### config.mk
export PLATFORM = sky130hd
export DESIGN_NAME = smlpc_top
export DESIGN_NICKNAME = d
export VERILOG_FILES = /design/src/common/smlpc_pkg.sv /design/src/smlpc_cfg_mem.sv /design/src/smlpc_top.sv
export SDC_FILE = /design/constraint.sdc
export NUM_CORES = 2
export LEC_CHECK = 0
export BUFFER_PORTS_ARGS = -buffer_cell sky130_fd_sc_hd__buf_2
export CAP_MARGIN = 20
export CORE_ASPECT_RATIO = 1.1
export CORE_UTILIZATION = 39
export DETAILED_ROUTE_END_ITERATION = 8
export SLEW_MARGIN = 25
export SYNTH_ARGS = -nofsm -noshare
export SYNTH_HDL_FRONTEND = slang
export SYNTH_SLANG_ARGS = --single-unit
### constraint.sdc
create_clock -name clock_in -period 14.4 [get_ports clock_in]
set_input_delay 2.16 -clock clock_in [delete_from_list [all_inputs] [get_ports clock_in]]
set_output_delay 2.16 -clock clock_in [all_outputs]
set_load 0.05 [all_outputs]
### src/common/smlpc_pkg.sv
// Constants and types shared by the lane map and PHY settings block
package smlpc_pkg;
	localparam int unsigned CLK_PERIOD_NS = 10;
	localparam int unsigned NUM_LANES     = 8;
	localparam int unsigned NUM_PORTS     = 6;

	typedef enum logic [1:0] {
		MODE_5P5L = 2'h0,
		MODE_6P6L = 2'h1,
		MODE_5P8L = 2'h2,
		MODE_RSVD = 2'h3
	} smlpc_mode_t;

	localparam logic [3:0] SEL_DEFAULT  = 4'h0;
	localparam logic [3:0] SEL_SWAP4    = 4'h1;
	localparam logic [3:0] SEL_SWAP5    = 4'h5;
	localparam logic [3:0] SEL_SWAP6    = 4'h7;
	localparam logic [3:0] SEL_SWAP7    = 4'h9;
	localparam logic [3:0] SEL_P5_LANE0 = 4'h4;

	localparam logic [7:0] OFS_AMP = 8'h74;
	localparam logic [7:0] OFS_DEM = 8'h78;
	localparam logic [7:0] OFS_PHY = 8'h7C;

	localparam logic [1:0] REG_AMP  = 2'h0;
	localparam logic [1:0] REG_DEM  = 2'h1;
	localparam logic [1:0] REG_PHY  = 2'h2;
	localparam logic [1:0] REG_NONE = 2'h3;

	localparam int unsigned AMP_OFFSET_LSB = 0;
	localparam int unsigned AMP_3P5_LSB    = 16;
	localparam int unsigned AMP_6P0_LSB    = 21;
	localparam int unsigned AMP_HALF_LSB   = 26;
	localparam int unsigned DEM_OFFSET_LSB = 0;
	localparam int unsigned DEM_BASE_LSB   = 16;
	localparam int unsigned PHY_TXLAT_LSB  = 0;
	localparam int unsigned PHY_RXDET_LSB  = 4;
	localparam int unsigned PHY_SIGDET_LSB = 20;
	localparam int unsigned PHY_RXEQ_LSB   = 22;
	localparam int unsigned PHY_SWING_BIT  = 30;

	localparam logic [31:0] AMP_MASK = 32'h7FFF_001F;
	localparam logic [31:0] DEM_MASK = 32'h001F_001F;
	localparam logic [31:0] PHY_MASK = 32'h43F0_007F;
	localparam logic [31:0] AMP_RST  = 32'h2210_0000;
	localparam logic [31:0] DEM_RST  = 32'h0008_0000;
	localparam logic [31:0] PHY_RST  = 32'h0190_0020;

	localparam logic [4:0] AMP_MAX_CODE = 5'h13;
	localparam logic [5:0] DEM_MAX_CODE = 6'h3F;

	// Receiver detect wait per code, in ns
	localparam int unsigned RXDET_T_NS [8] = '{1000, 2000, 4000, 5000, 10000, 20000, 40000, 50000};
	localparam int unsigned RXDET_LONGEST_NS = 50000;
	localparam int unsigned RXDET_CNT_W      = 13;

	typedef enum logic [1:0] {
		SC_AMP = 2'b00,
		SC_DEM = 2'b01,
		SC_PHY = 2'b11
	} smlpc_scan_t;
endpackage : smlpc_pkg

### src/smlpc_cfg_mem.sv
// Per-port configuration word store with registered read data
module smlpc_cfg_mem #(
	parameter int unsigned ADDR_W = 5,
	parameter int unsigned DATA_W = 32
) (
	input  wire logic              clock_in,
	input  wire logic              rst_in,
	input  wire logic              wr_en_in,
	input  wire logic [ADDR_W-1:0] wr_addr_in,
	input  wire logic [DATA_W-1:0] wr_data_in,
	input  wire logic              rd_en_in,
	input  wire logic [ADDR_W-1:0] rd_addr_in,
	output logic      [DATA_W-1:0] rd_data_out
);
	localparam int unsigned DEPTH = 1 << ADDR_W;

	logic [DATA_W-1:0] mem          [DEPTH];
	logic [DATA_W-1:0] next_mem     [DEPTH];
	logic [DATA_W-1:0] next_rd_data;

	// Low two address bits pick the register kind
	function automatic logic [DATA_W-1:0] reset_word(input int unsigned idx);
		case (idx % 4)
			0: reset_word = DATA_W'(smlpc_pkg::AMP_RST);
			1: reset_word = DATA_W'(smlpc_pkg::DEM_RST);
			2: reset_word = DATA_W'(smlpc_pkg::PHY_RST);
			default: reset_word = '0;
		endcase
	endfunction : reset_word

	always_comb
	begin
		next_mem = mem;
		if (wr_en_in)
			next_mem[wr_addr_in] = wr_data_in;
		// Read sees the old word on a same-cycle write
		next_rd_data = rd_en_in ? mem[rd_addr_in] : rd_data_out;
	end

	always_ff @(posedge clock_in)
	begin
		if (rst_in)
		begin
			for (int i = 0; i < DEPTH; i++)
				mem[i] <= reset_word(i);
			rd_data_out <= '0;
		end
		else
		begin
			mem         <= next_mem;
			rd_data_out <= next_rd_data;
		end
	end
endmodule : smlpc_cfg_mem

### src/smlpc_top.sv
// Lane-to-port mapping from straps and per-lane PHY settings for the switch
// Notes on behaviour
// Mode straps: 00 five ports/five lanes, 01 six/six, 10 five/eight, 11 reserved.
// Mode plus upstream lane select give the map; port 0 upstream, 1-5 downstream.
// Five-lane mode: select 0000 puts port 0 on lane 0; swaps move it to 4-7.
// Eight-lane mode, select 0000: lanes 0-3 form port 0, lanes 4-7 ports 1-4.
// Six-lane mode: lane 1 carries port 5; select 0100 swaps lanes 0 and 1.
// Every lane has its own control and status signals toward the MAC.
// Amplitude, de-emphasis and equalization are set per port through the config port.
// Receiver detect samples the far end after 1 to 50 us chosen by 0x7C[6:4].
// Signal-detect threshold per port from 0x7C[21:20], recommended 01.
// Receiver equalization per port from 0x7C[25:22], recommended 0110.
// 0x7C[30] low: full swing with de-emphasis; high: half swing without.
// Full swing applies a -3.5 dB, or on the lane's 6 dB request a -6 dB, de-emphasis base plus per-channel offset.
// Swing and de-emphasis condition pick exactly one amplitude base field.
// Final amplitude and de-emphasis are base plus offset, 25 and 6.25 mV steps.
// Amplitude bases at 0x74[20:16], [25:21], [30:26]; codes above 10011 reserved.
// De-emphasis base is 0x78[20:16], codes spanning 0 to 194 mV.
// Straps are sampled at end of reset; the map holds until next reset.
module smlpc_top #(
	parameter int unsigned RXDET_LONGEST_CYCLES =
		(smlpc_pkg::RXDET_LONGEST_NS + smlpc_pkg::CLK_PERIOD_NS - 1) / smlpc_pkg::CLK_PERIOD_NS
) (
	input  wire logic        clock_in,
	input  wire logic        rst_in,
	input  wire logic [1:0]  mode_strap_in,
	input  wire logic [3:0]  upstream_lane_select_in,
	input  wire logic        cfg_wr_in,
	input  wire logic        cfg_rd_in,
	input  wire logic [2:0]  cfg_port_in,
	input  wire logic [7:0]  cfg_addr_in,
	input  wire logic [31:0] cfg_wdata_in,
	output logic      [31:0] cfg_rdata_out,
	output logic             cfg_rvalid_out,
	output logic      [1:0]  mode_out,
	output logic             map_valid_out,
	output logic             map_fallback_out,
	output logic      [7:0]  lane_used_out,
	output logic      [23:0] lane_port_out,
	input  wire logic [7:0]  lane_deemph_6db_in,
	input  wire logic [7:0]  lane_rxdet_start_in,
	input  wire logic [7:0]  lane_rxdet_level_in,
	output logic      [7:0]  lane_rxdet_done_out,
	output logic      [7:0]  lane_rxdet_present_out,
	output logic      [15:0] lane_sigdet_thresh_out,
	output logic      [31:0] lane_rx_eq_out,
	output logic      [7:0]  lane_half_swing_out,
	output logic      [39:0] lane_tx_amp_out,
	output logic      [47:0] lane_tx_deemph_out,
	output logic      [31:0] lane_tx_latency_out
);
	localparam int unsigned NL = smlpc_pkg::NUM_LANES;
	localparam int unsigned CW = smlpc_pkg::RXDET_CNT_W;

	logic [5:0]    strap_meta;
	logic [5:0]    strap_sync;
	logic [7:0]    level_meta;
	logic [7:0]    level_sync;
	logic          strap_taken;
	logic          next_strap_taken;
	logic [1:0]    mode_q;
	logic [1:0]    next_mode;
	logic [3:0]    sel_q;
	logic [3:0]    next_sel;
	logic          map_valid_q;
	logic          next_map_valid;
	logic          map_fallback_q;
	logic          next_map_fallback;
	logic [2:0]    lane_port_q       [NL];
	logic [2:0]    next_lane_port    [NL];
	logic [NL-1:0] lane_used_q;
	logic [NL-1:0] next_lane_used;

	function automatic logic [2:0] swap_lane(input logic [3:0] sel);
		case (sel)
			smlpc_pkg::SEL_SWAP4: swap_lane = 3'h4;
			smlpc_pkg::SEL_SWAP5: swap_lane = 3'h5;
			smlpc_pkg::SEL_SWAP6: swap_lane = 3'h6;
			smlpc_pkg::SEL_SWAP7: swap_lane = 3'h7;
			default: swap_lane = 3'h0;
		endcase
	endfunction : swap_lane

	// Returns {used, port}; an unlisted select falls back to the 0000 map
	function automatic logic [3:0] map_lane(input logic [1:0] mode, input logic [3:0] sel,
		input logic [2:0] lane);
		logic [2:0] sw;
		logic [2:0] port;
		logic       used;
		sw   = swap_lane(sel);
		port = 3'h0;
		used = 1'b0;
		if (lane[2])
		begin
			used = (mode != smlpc_pkg::MODE_RSVD);
			port = lane - 3'h3;
		end
		else if (lane == 3'h0)
			used = (mode != smlpc_pkg::MODE_RSVD);
		else if (lane == 3'h1)
		begin
			used = (mode == smlpc_pkg::MODE_6P6L) || (mode == smlpc_pkg::MODE_5P8L);
			port = (mode == smlpc_pkg::MODE_6P6L) ? 3'h5 : 3'h0;
		end
		else
			used = (mode == smlpc_pkg::MODE_5P8L);
		if ((mode == smlpc_pkg::MODE_5P5L || mode == smlpc_pkg::MODE_6P6L) && sw != 3'h0)
		begin
			if (lane == 3'h0)
				port = sw - 3'h3;
			else if (lane == sw)
				port = 3'h0;
		end
		if (mode == smlpc_pkg::MODE_6P6L && sel == smlpc_pkg::SEL_P5_LANE0 && lane < 3'h2)
			port = (lane == 3'h0) ? 3'h5 : 3'h0;
		// Unused lanes report port 0 so nothing downstream mistakes them for a live port
		map_lane = {used, used ? port : 3'h0};
	endfunction : map_lane

	function automatic logic sel_known(input logic [1:0] mode, input logic [3:0] sel);
		sel_known = (sel == smlpc_pkg::SEL_DEFAULT)
			|| (mode != smlpc_pkg::MODE_5P8L && swap_lane(sel) != 3'h0)
			|| (mode == smlpc_pkg::MODE_6P6L && sel == smlpc_pkg::SEL_P5_LANE0);
	endfunction : sel_known

	function automatic logic [1:0] reg_index(input logic [7:0] ofs);
		case (ofs)
			smlpc_pkg::OFS_AMP: reg_index = smlpc_pkg::REG_AMP;
			smlpc_pkg::OFS_DEM: reg_index = smlpc_pkg::REG_DEM;
			smlpc_pkg::OFS_PHY: reg_index = smlpc_pkg::REG_PHY;
			default: reg_index = smlpc_pkg::REG_NONE;
		endcase
	endfunction : reg_index

	function automatic logic [31:0] reg_mask(input logic [1:0] idx);
		case (idx)
			smlpc_pkg::REG_AMP: reg_mask = smlpc_pkg::AMP_MASK;
			smlpc_pkg::REG_DEM: reg_mask = smlpc_pkg::DEM_MASK;
			smlpc_pkg::REG_PHY: reg_mask = smlpc_pkg::PHY_MASK;
			default: reg_mask = 32'h0000_0000;
		endcase
	endfunction : reg_mask

	// Base code plus signed 5-bit offset, clamped to 0..lim
	function automatic logic [5:0] add_offset(input logic [4:0] base, input logic [4:0] ofs,
		input logic [5:0] lim);
		logic signed [6:0] sum;
		sum = signed'({2'h0, base}) + signed'({{2{ofs[4]}}, ofs});
		if (sum < 0)
			add_offset = 6'h00;
		else if (sum > signed'({1'h0, lim}))
			add_offset = lim;
		else
			add_offset = sum[5:0];
	endfunction : add_offset

	function automatic logic [CW-1:0] rxdet_wait(input logic [2:0] code);
		if (code == 3'h7)
			rxdet_wait = CW'(RXDET_LONGEST_CYCLES);
		else
			rxdet_wait = CW'((smlpc_pkg::RXDET_T_NS[code] + smlpc_pkg::CLK_PERIOD_NS - 1)
				/ smlpc_pkg::CLK_PERIOD_NS);
	endfunction : rxdet_wait

	// Synchronisers keep running through reset so the straps are settled at release
	always_ff @(posedge clock_in)
	begin
		strap_meta <= {mode_strap_in, upstream_lane_select_in};
		strap_sync <= strap_meta;
		level_meta <= lane_rxdet_level_in;
		level_sync <= level_meta;
	end

	always_comb
	begin
		next_strap_taken  = strap_taken;
		next_mode         = mode_q;
		next_sel          = sel_q;
		next_map_valid    = map_valid_q;
		next_map_fallback = map_fallback_q;
		next_lane_port    = lane_port_q;
		next_lane_used    = lane_used_q;
		// Captured once after release, frozen until the next reset
		if (!strap_taken)
		begin
			next_strap_taken  = 1'b1;
			next_mode         = strap_sync[5:4];
			next_sel          = strap_sync[3:0];
			next_map_valid    = (strap_sync[5:4] != smlpc_pkg::MODE_RSVD);
			next_map_fallback = !sel_known(strap_sync[5:4], strap_sync[3:0]);
			for (int l = 0; l < NL; l++)
				{next_lane_used[l], next_lane_port[l]} =
					map_lane(strap_sync[5:4], strap_sync[3:0], 3'(l));
		end
	end

	always_ff @(posedge clock_in)
	begin
		if (rst_in)
		begin
			strap_taken    <= 1'b0;
			mode_q         <= 2'h0;
			sel_q          <= 4'h0;
			map_valid_q    <= 1'b0;
			map_fallback_q <= 1'b0;
			lane_used_q    <= '0;
			for (int l = 0; l < NL; l++)
				lane_port_q[l] <= 3'h0;
		end
		else
		begin
			strap_taken    <= next_strap_taken;
			mode_q         <= next_mode;
			sel_q          <= next_sel;
			map_valid_q    <= next_map_valid;
			map_fallback_q <= next_map_fallback;
			lane_used_q    <= next_lane_used;
			lane_port_q    <= next_lane_port;
		end
	end

	logic [1:0]  host_idx;
	logic        host_ok;
	logic        host_rd_q;
	logic        host_ok_q;
	logic [31:0] mem_rdata;
	logic [31:0] cfg_rdata_q;
	logic        cfg_rvalid_q;
	logic [31:0] next_cfg_rdata;
	logic        scan_issue;
	logic [1:0]  scan_idx;
	logic [2:0]  scan_lane;
	logic [2:0]  next_scan_lane;

	assign host_idx = reg_index(cfg_addr_in);
	assign host_ok  = (cfg_port_in < 3'(smlpc_pkg::NUM_PORTS)) && (host_idx != smlpc_pkg::REG_NONE);

	// Writes keep only documented fields, so reserved bits read as zero
	smlpc_cfg_mem #(
		.ADDR_W (5),
		.DATA_W (32)
	) u_cfg_mem (
		.clock_in    (clock_in),
		.rst_in      (rst_in),
		.wr_en_in    (cfg_wr_in && host_ok),
		.wr_addr_in  ({cfg_port_in, host_idx}),
		.wr_data_in  (cfg_wdata_in & reg_mask(host_idx)),
		.rd_en_in    (cfg_rd_in || scan_issue),
		.rd_addr_in  (cfg_rd_in ? {cfg_port_in, host_idx} : {lane_port_q[scan_lane], scan_idx}),
		.rd_data_out (mem_rdata)
	);

	assign next_cfg_rdata = host_rd_q ? (host_ok_q ? mem_rdata : 32'h0000_0000) : cfg_rdata_q;

	always_ff @(posedge clock_in)
	begin
		if (rst_in)
		begin
			host_rd_q    <= 1'b0;
			host_ok_q    <= 1'b0;
			cfg_rdata_q  <= 32'h0000_0000;
			cfg_rvalid_q <= 1'b0;
		end
		else
		begin
			host_rd_q    <= cfg_rd_in;
			host_ok_q    <= host_ok;
			cfg_rdata_q  <= next_cfg_rdata;
			cfg_rvalid_q <= host_rd_q;
		end
	end

	// Scanner copies each lane's port words into lane shadows; a host read steals the slot
	smlpc_pkg::smlpc_scan_t scan_state;
	smlpc_pkg::smlpc_scan_t next_scan_state;
	logic [2:0]  pend_lane;
	logic [2:0]  next_pend_lane;
	logic        pend_valid;
	logic        next_pend_valid;
	logic [1:0]  pend_reg;
	logic [1:0]  next_pend_reg;
	logic [31:0] scan_amp;
	logic [31:0] next_scan_amp;
	logic [31:0] scan_dem;
	logic [31:0] next_scan_dem;
	logic [31:0] shadow_amp      [NL];
	logic [31:0] next_shadow_amp [NL];
	logic [31:0] shadow_dem      [NL];
	logic [31:0] next_shadow_dem [NL];
	logic [31:0] shadow_phy      [NL];
	logic [31:0] next_shadow_phy [NL];

	always_comb
	begin
		scan_issue = strap_taken && !cfg_rd_in;
		case (scan_state)
			smlpc_pkg::SC_DEM: scan_idx = smlpc_pkg::REG_DEM;
			smlpc_pkg::SC_PHY: scan_idx = smlpc_pkg::REG_PHY;
			default: scan_idx = smlpc_pkg::REG_AMP;
		endcase
		next_scan_state = scan_state;
		next_scan_lane  = scan_lane;
		next_pend_valid = scan_issue;
		next_pend_reg   = scan_idx;
		next_pend_lane  = scan_lane;
		next_scan_amp   = scan_amp;
		next_scan_dem   = scan_dem;
		next_shadow_amp = shadow_amp;
		next_shadow_dem = shadow_dem;
		next_shadow_phy = shadow_phy;
		if (scan_issue)
		begin
			case (scan_state)
				smlpc_pkg::SC_AMP: next_scan_state = smlpc_pkg::SC_DEM;
				smlpc_pkg::SC_DEM: next_scan_state = smlpc_pkg::SC_PHY;
				smlpc_pkg::SC_PHY:
				begin
					next_scan_state = smlpc_pkg::SC_AMP;
					next_scan_lane  = scan_lane + 3'h1;
				end
				default: next_scan_state = smlpc_pkg::SC_AMP;
			endcase
		end
		if (pend_valid)
		begin
			case (pend_reg)
				smlpc_pkg::REG_AMP: next_scan_amp = mem_rdata;
				smlpc_pkg::REG_DEM: next_scan_dem = mem_rdata;
				default:
				begin
					next_shadow_amp[pend_lane] = scan_amp;
					next_shadow_dem[pend_lane] = scan_dem;
					next_shadow_phy[pend_lane] = mem_rdata;
				end
			endcase
		end
	end

	always_ff @(posedge clock_in)
	begin
		if (rst_in)
		begin
			scan_state <= smlpc_pkg::SC_AMP;
			scan_lane  <= 3'h0;
			pend_lane  <= 3'h0;
			pend_valid <= 1'b0;
			pend_reg   <= smlpc_pkg::REG_AMP;
			scan_amp   <= smlpc_pkg::AMP_RST;
			scan_dem   <= smlpc_pkg::DEM_RST;
			for (int l = 0; l < NL; l++)
			begin
				shadow_amp[l] <= smlpc_pkg::AMP_RST;
				shadow_dem[l] <= smlpc_pkg::DEM_RST;
				shadow_phy[l] <= smlpc_pkg::PHY_RST;
			end
		end
		else
		begin
			scan_state <= next_scan_state;
			scan_lane  <= next_scan_lane;
			pend_lane  <= next_pend_lane;
			pend_valid <= next_pend_valid;
			pend_reg   <= next_pend_reg;
			scan_amp   <= next_scan_amp;
			scan_dem   <= next_scan_dem;
			shadow_amp <= next_shadow_amp;
			shadow_dem <= next_shadow_dem;
			shadow_phy <= next_shadow_phy;
		end
	end

	assign cfg_rdata_out    = cfg_rdata_q;
	assign cfg_rvalid_out   = cfg_rvalid_q;
	assign mode_out         = mode_q;
	assign map_valid_out    = map_valid_q;
	assign map_fallback_out = map_fallback_q;
	assign lane_used_out    = lane_used_q;

	genvar g;
	generate
		for (g = 0; g < NL; g++)
		begin : g_lane
			logic [CW-1:0] cnt;
			logic [CW-1:0] next_cnt;
			logic          busy;
			logic          next_busy;
			logic          done;
			logic          next_done;
			logic          present;
			logic          next_present;
			logic [1:0]    sig;
			logic [1:0]    next_sig;
			logic [3:0]    eq;
			logic [3:0]    next_eq;
			logic          half;
			logic          next_half;
			logic [4:0]    amp;
			logic [4:0]    next_amp;
			logic [5:0]    dem;
			logic [5:0]    next_dem;
			logic [3:0]    lat;
			logic [3:0]    next_lat;
			logic [4:0]    amp_base;

			always_comb
			begin
				next_half = shadow_phy[g][smlpc_pkg::PHY_SWING_BIT];
				// Only one base field drives the lane at a time
				if (next_half)
					amp_base = shadow_amp[g][smlpc_pkg::AMP_HALF_LSB +: 5];
				else if (lane_deemph_6db_in[g])
					amp_base = shadow_amp[g][smlpc_pkg::AMP_6P0_LSB +: 5];
				else
					amp_base = shadow_amp[g][smlpc_pkg::AMP_3P5_LSB +: 5];
				next_amp = 5'(add_offset(amp_base, shadow_amp[g][smlpc_pkg::AMP_OFFSET_LSB +: 5],
					{1'h0, smlpc_pkg::AMP_MAX_CODE}));
				next_dem = next_half ? 6'h00 : add_offset(
					shadow_dem[g][smlpc_pkg::DEM_BASE_LSB +: 5],
					shadow_dem[g][smlpc_pkg::DEM_OFFSET_LSB +: 5], smlpc_pkg::DEM_MAX_CODE);
				next_sig = shadow_phy[g][smlpc_pkg::PHY_SIGDET_LSB +: 2];
				next_eq  = shadow_phy[g][smlpc_pkg::PHY_RXEQ_LSB +: 4];
				next_lat = shadow_phy[g][smlpc_pkg::PHY_TXLAT_LSB +: 4];
				next_cnt     = cnt;
				next_busy    = busy;
				next_done    = 1'b0;
				next_present = present;
				// A new start while busy restarts the wait
				if (lane_rxdet_start_in[g] && lane_used_q[g])
				begin
					next_busy = 1'b1;
					next_cnt  = rxdet_wait(shadow_phy[g][smlpc_pkg::PHY_RXDET_LSB +: 3]);
				end
				else if (busy)
				begin
					next_cnt = cnt - 1'h1;
					if (cnt == CW'(1))
					begin
						next_busy    = 1'b0;
						next_done    = 1'b1;
						next_present = level_sync[g];
					end
				end
				if (!lane_used_q[g])
				begin
					{next_half, next_amp, next_dem, next_sig, next_eq, next_lat} = '0;
					next_present = 1'b0;
				end
			end

			always_ff @(posedge clock_in)
			begin
				if (rst_in)
				begin
					{cnt, busy, done, present} <= '0;
					{sig, eq, half, amp, dem, lat} <= '0;
				end
				else
				begin
					{cnt, busy, done, present} <= {next_cnt, next_busy, next_done, next_present};
					{sig, eq, half, amp, dem, lat} <= {next_sig, next_eq, next_half, next_amp,
						next_dem, next_lat};
				end
			end

			assign lane_port_out[g*3 +: 3]          = lane_port_q[g];
			assign lane_rxdet_done_out[g]           = done;
			assign lane_rxdet_present_out[g]        = present;
			assign lane_sigdet_thresh_out[g*2 +: 2] = sig;
			assign lane_rx_eq_out[g*4 +: 4]         = eq;
			assign lane_half_swing_out[g]           = half;
			assign lane_tx_amp_out[g*5 +: 5]        = amp;
			assign lane_tx_deemph_out[g*6 +: 6]     = dem;
			assign lane_tx_latency_out[g*4 +: 4]    = lat;

		end
	endgenerate
endmodule : smlpc_top

==> metrics.yaml <==
die:
  core-area_sq_mm: 0.217
  rows: 179
  die_w_microns: 448
  die-area_sq_mm: 0.221
  initial_core_util_pct: 39.4
  ios: 338
  die_y_microns: 493
route:
  ant_nets: 0
  wl_per_cell_microns: 20.2
  finalWirelength_microns: 276000
  via_count: 79300
  drc_errors: 0
  drt_pre_antenna_iters: 7
  first_iter_violations: 6443
  viasPerCell: 5.81
global_routing:
  antenna_found_initial: 18
  grt_use_total_pct: 24.0
  grt_pass1_vias: 74200
  overflow: 0
  grt_pass1_wl_microns: 427000
  grt_max_degree: 180
synthesis:
  synth_ff_type: "dfxtp_1"
  yosysWarnings: 0
  yosysSeqAreaShare_pct: 34.9
  synth.most_common_cell: "nand2_1"
  syn_area_sq_mm: 0.0854
  synthArstFlopShare_pct: 0
  synth_cell_types: 134
  yosys.area.top_type: "dfxtp_1"
  synthCells: 10700
  ys_top_cells_by_count: "nand2_1, dfxtp_1, a21oi_1"
  synth_edf_count: 0
  avgSynthCellArea_sq_um: 7.95
  synth_area_leaders: "dfxtp_1, nand2_1, a21oi_1"
  yosysTopAreaCellShare_pct: 34.9
  ys_ff_latch: 1491
flow_run:
  drv_cap: 0
final_layout:
  reg_top3: "u_cfg_mem.mem: 704 flops, shadow_amp: 160 flops, shadow_phy: 112 flops"
  syn2layout_area_growth_pct: 10.5
  fillCellCount: 21600
  layout-drive-gt1-share_pct: 10.3
  largest_register_ffs: 704
  final_nets: 10900
  multi_input_area_sq_mm: 0.0521
  seqCellArea_sq_mm: 0.0299
  largest_register: "u_cfg_mem.mem"
placed_design:
  hpwlAfterDp_microns: 192000
  dp_slack_ns: 2.56
  numPortBuffers: 303
  gp_routability_congestion: 0.928
cts:
  cts_resized: 0
  clockBufferDepth: 3
  root_buffer: "clkbuf_16"
  postCtsSetupBuffers: 0
  clock_latency_ns: 0.82
  cts_sinks: 1491
  numCtsBuffers: 161
  cts_tree: "yes"
  h-tree-depth: 4
  postCtsHoldBufs: 0
  path_clk_slew_ns: 0.07
worst_setup_path:
  cp.required_ns: 15.02
  critPathSlowestCell: "dfxtp_1"
  critPathLaunchType: "flip-flop"
  worst_ep_arrival_time_ns: 12.66
  cp_slowest_stage_delay_ns: 0.78
  path_class: "reg -> reg"
  endpoint_kind: "flip-flop"
  path_max_fanout: 20
timing:
  skew_ns: 0.0540
  clock.fmax_ghz: 0.0831
  worst_slack_ns: 2.36
  post-route-min-period_ns: 12.04
  worst_pin_slew_ns: 1.07
  finalHoldViolations: 0
  max-slew-margin-rel_pct: 28.1
  setup_tns_ns: 0
  grt_setup_unrepaired: "no"
  min_period_over_period_pct: 83.6
  setup_viol: 0
  slew_viol_final: 0
  whs_ns: 0.325
hold_path:
  hp-class: "reg -> reg"
power_and_ir_drop:
  p_leak_nw: 37.4
  power_density_mw_per_mm2: 96.8
  ir_drop_mv: 0.123
status:
  run_status: "finished clean"
-- cell families (layout without fill, tap and decap cells) --
kind of cell	after synthesis	count (layout)	synth area share [%]
multiplexers	354	354	6.80
XOR/XNOR	261	261	2.69
adder cells (fa/ha/maj)	267	267	3.99
other	1	31	0.00439
buffers and inverters	931	908	4.41
AO/OA/AOI/OAI	2746	2746	21.1
AND/OR/NAND/NOR	4694	4694	26.0
flip-flops	1491	1491	34.9
-- metrics by stage --
step / utilization [%] / cell area (sq um) / cells / power, mW
floorplan: - / 85500 / 10800 / 4.70
global placement: 40.8 / 88600 / 13300 / 4.87
detailed placement: 40.9 / 88700 / 13300 / 4.88
CTS: 43.5 / 94400 / 13600 / 9.23
global route: 43.5 / 94400 / 13600 / 9.45
finish: 43.5 / 94400 / 13600 / 9.14
-- cell type report --
type | instances | area share [%]
inverter | 201 | 0.807
multi-input combinational | 8346 | 55.2
sequential | 1491 | 31.6
antenna | 7 | 0.0186
tap | 2896 | 3.84
clock buffer | 214 | 4.77
timing repair buffer | 412 | 2.58
clock inverter | 81 | 1.18
-- where the power goes --
part | switching (mW) | total (mW) | leakage (nW) | internal (mW)
Combinational | 0.376 | 0.552 | 22.6 | 0.176
Clock | 1.83 | 4.35 | 2.73 | 2.52
Sequential | 0.0712 | 4.24 | 12.0 | 4.17
-- per-layer routing --
| layer | part of all wire (%) | routed length [microns] | up-vias | GRT usage, % |
|---|---|---|---|---|
| li1 | - | - | 38100 | - |
| met4 | 4.4 | 12100 | 10 | 10.3 |
| met1 | 43 | 120000 | 38100 | 31.3 |
| met5 | 0.026 | 73 | - | 0 |
| met2 | 46 | 128000 | 2614 | 39.6 |
| met3 | 5.8 | 16100 | 484 | 3.13 |
-- worst max-delay path: cells and delay by family (launching register included) --
family	cells	cell delay, ns
compound gates	18	5.52
xor+xnor	2	0.53
fa+ha+maj	4	1.57
buf+inv	1	0.49
flops	1	0.78
mux	1	0.48
simple gates	7	2.50
-- cells in the final DEF, fill, tap and decap left out, drive strengths merged, types with 126 or more instances in the layout --
master	n
nor2b	358
dfxtp	1491
clkbuf	214
buf	412
and2	176
a21oi	1041
a211oi	136
mux2i	142
nand3	356
mux4	177
o21ai	415
o211ai	126
and3	222
nand2	1730
inv	206
nor2	1020
xnor2	160
ha	230
nor3	273
-- path summary, 6_finish.rpt --
kind | start | endpoint | slack [ns] | cells after the start
worst min-delay path | level_meta[5] | level_sync[5] | 0.33 | 0
worst min register to register | level_meta[5] | level_sync[5] | 0.33 | 0
worst max-delay path | shadow_phy[132] | g_lane[3].cnt[0] | 2.36 | 33
worst max register to register | shadow_phy[132] | g_lane[3].cnt[0] | 2.36 | 33
(Power assumes the default switching activity.)
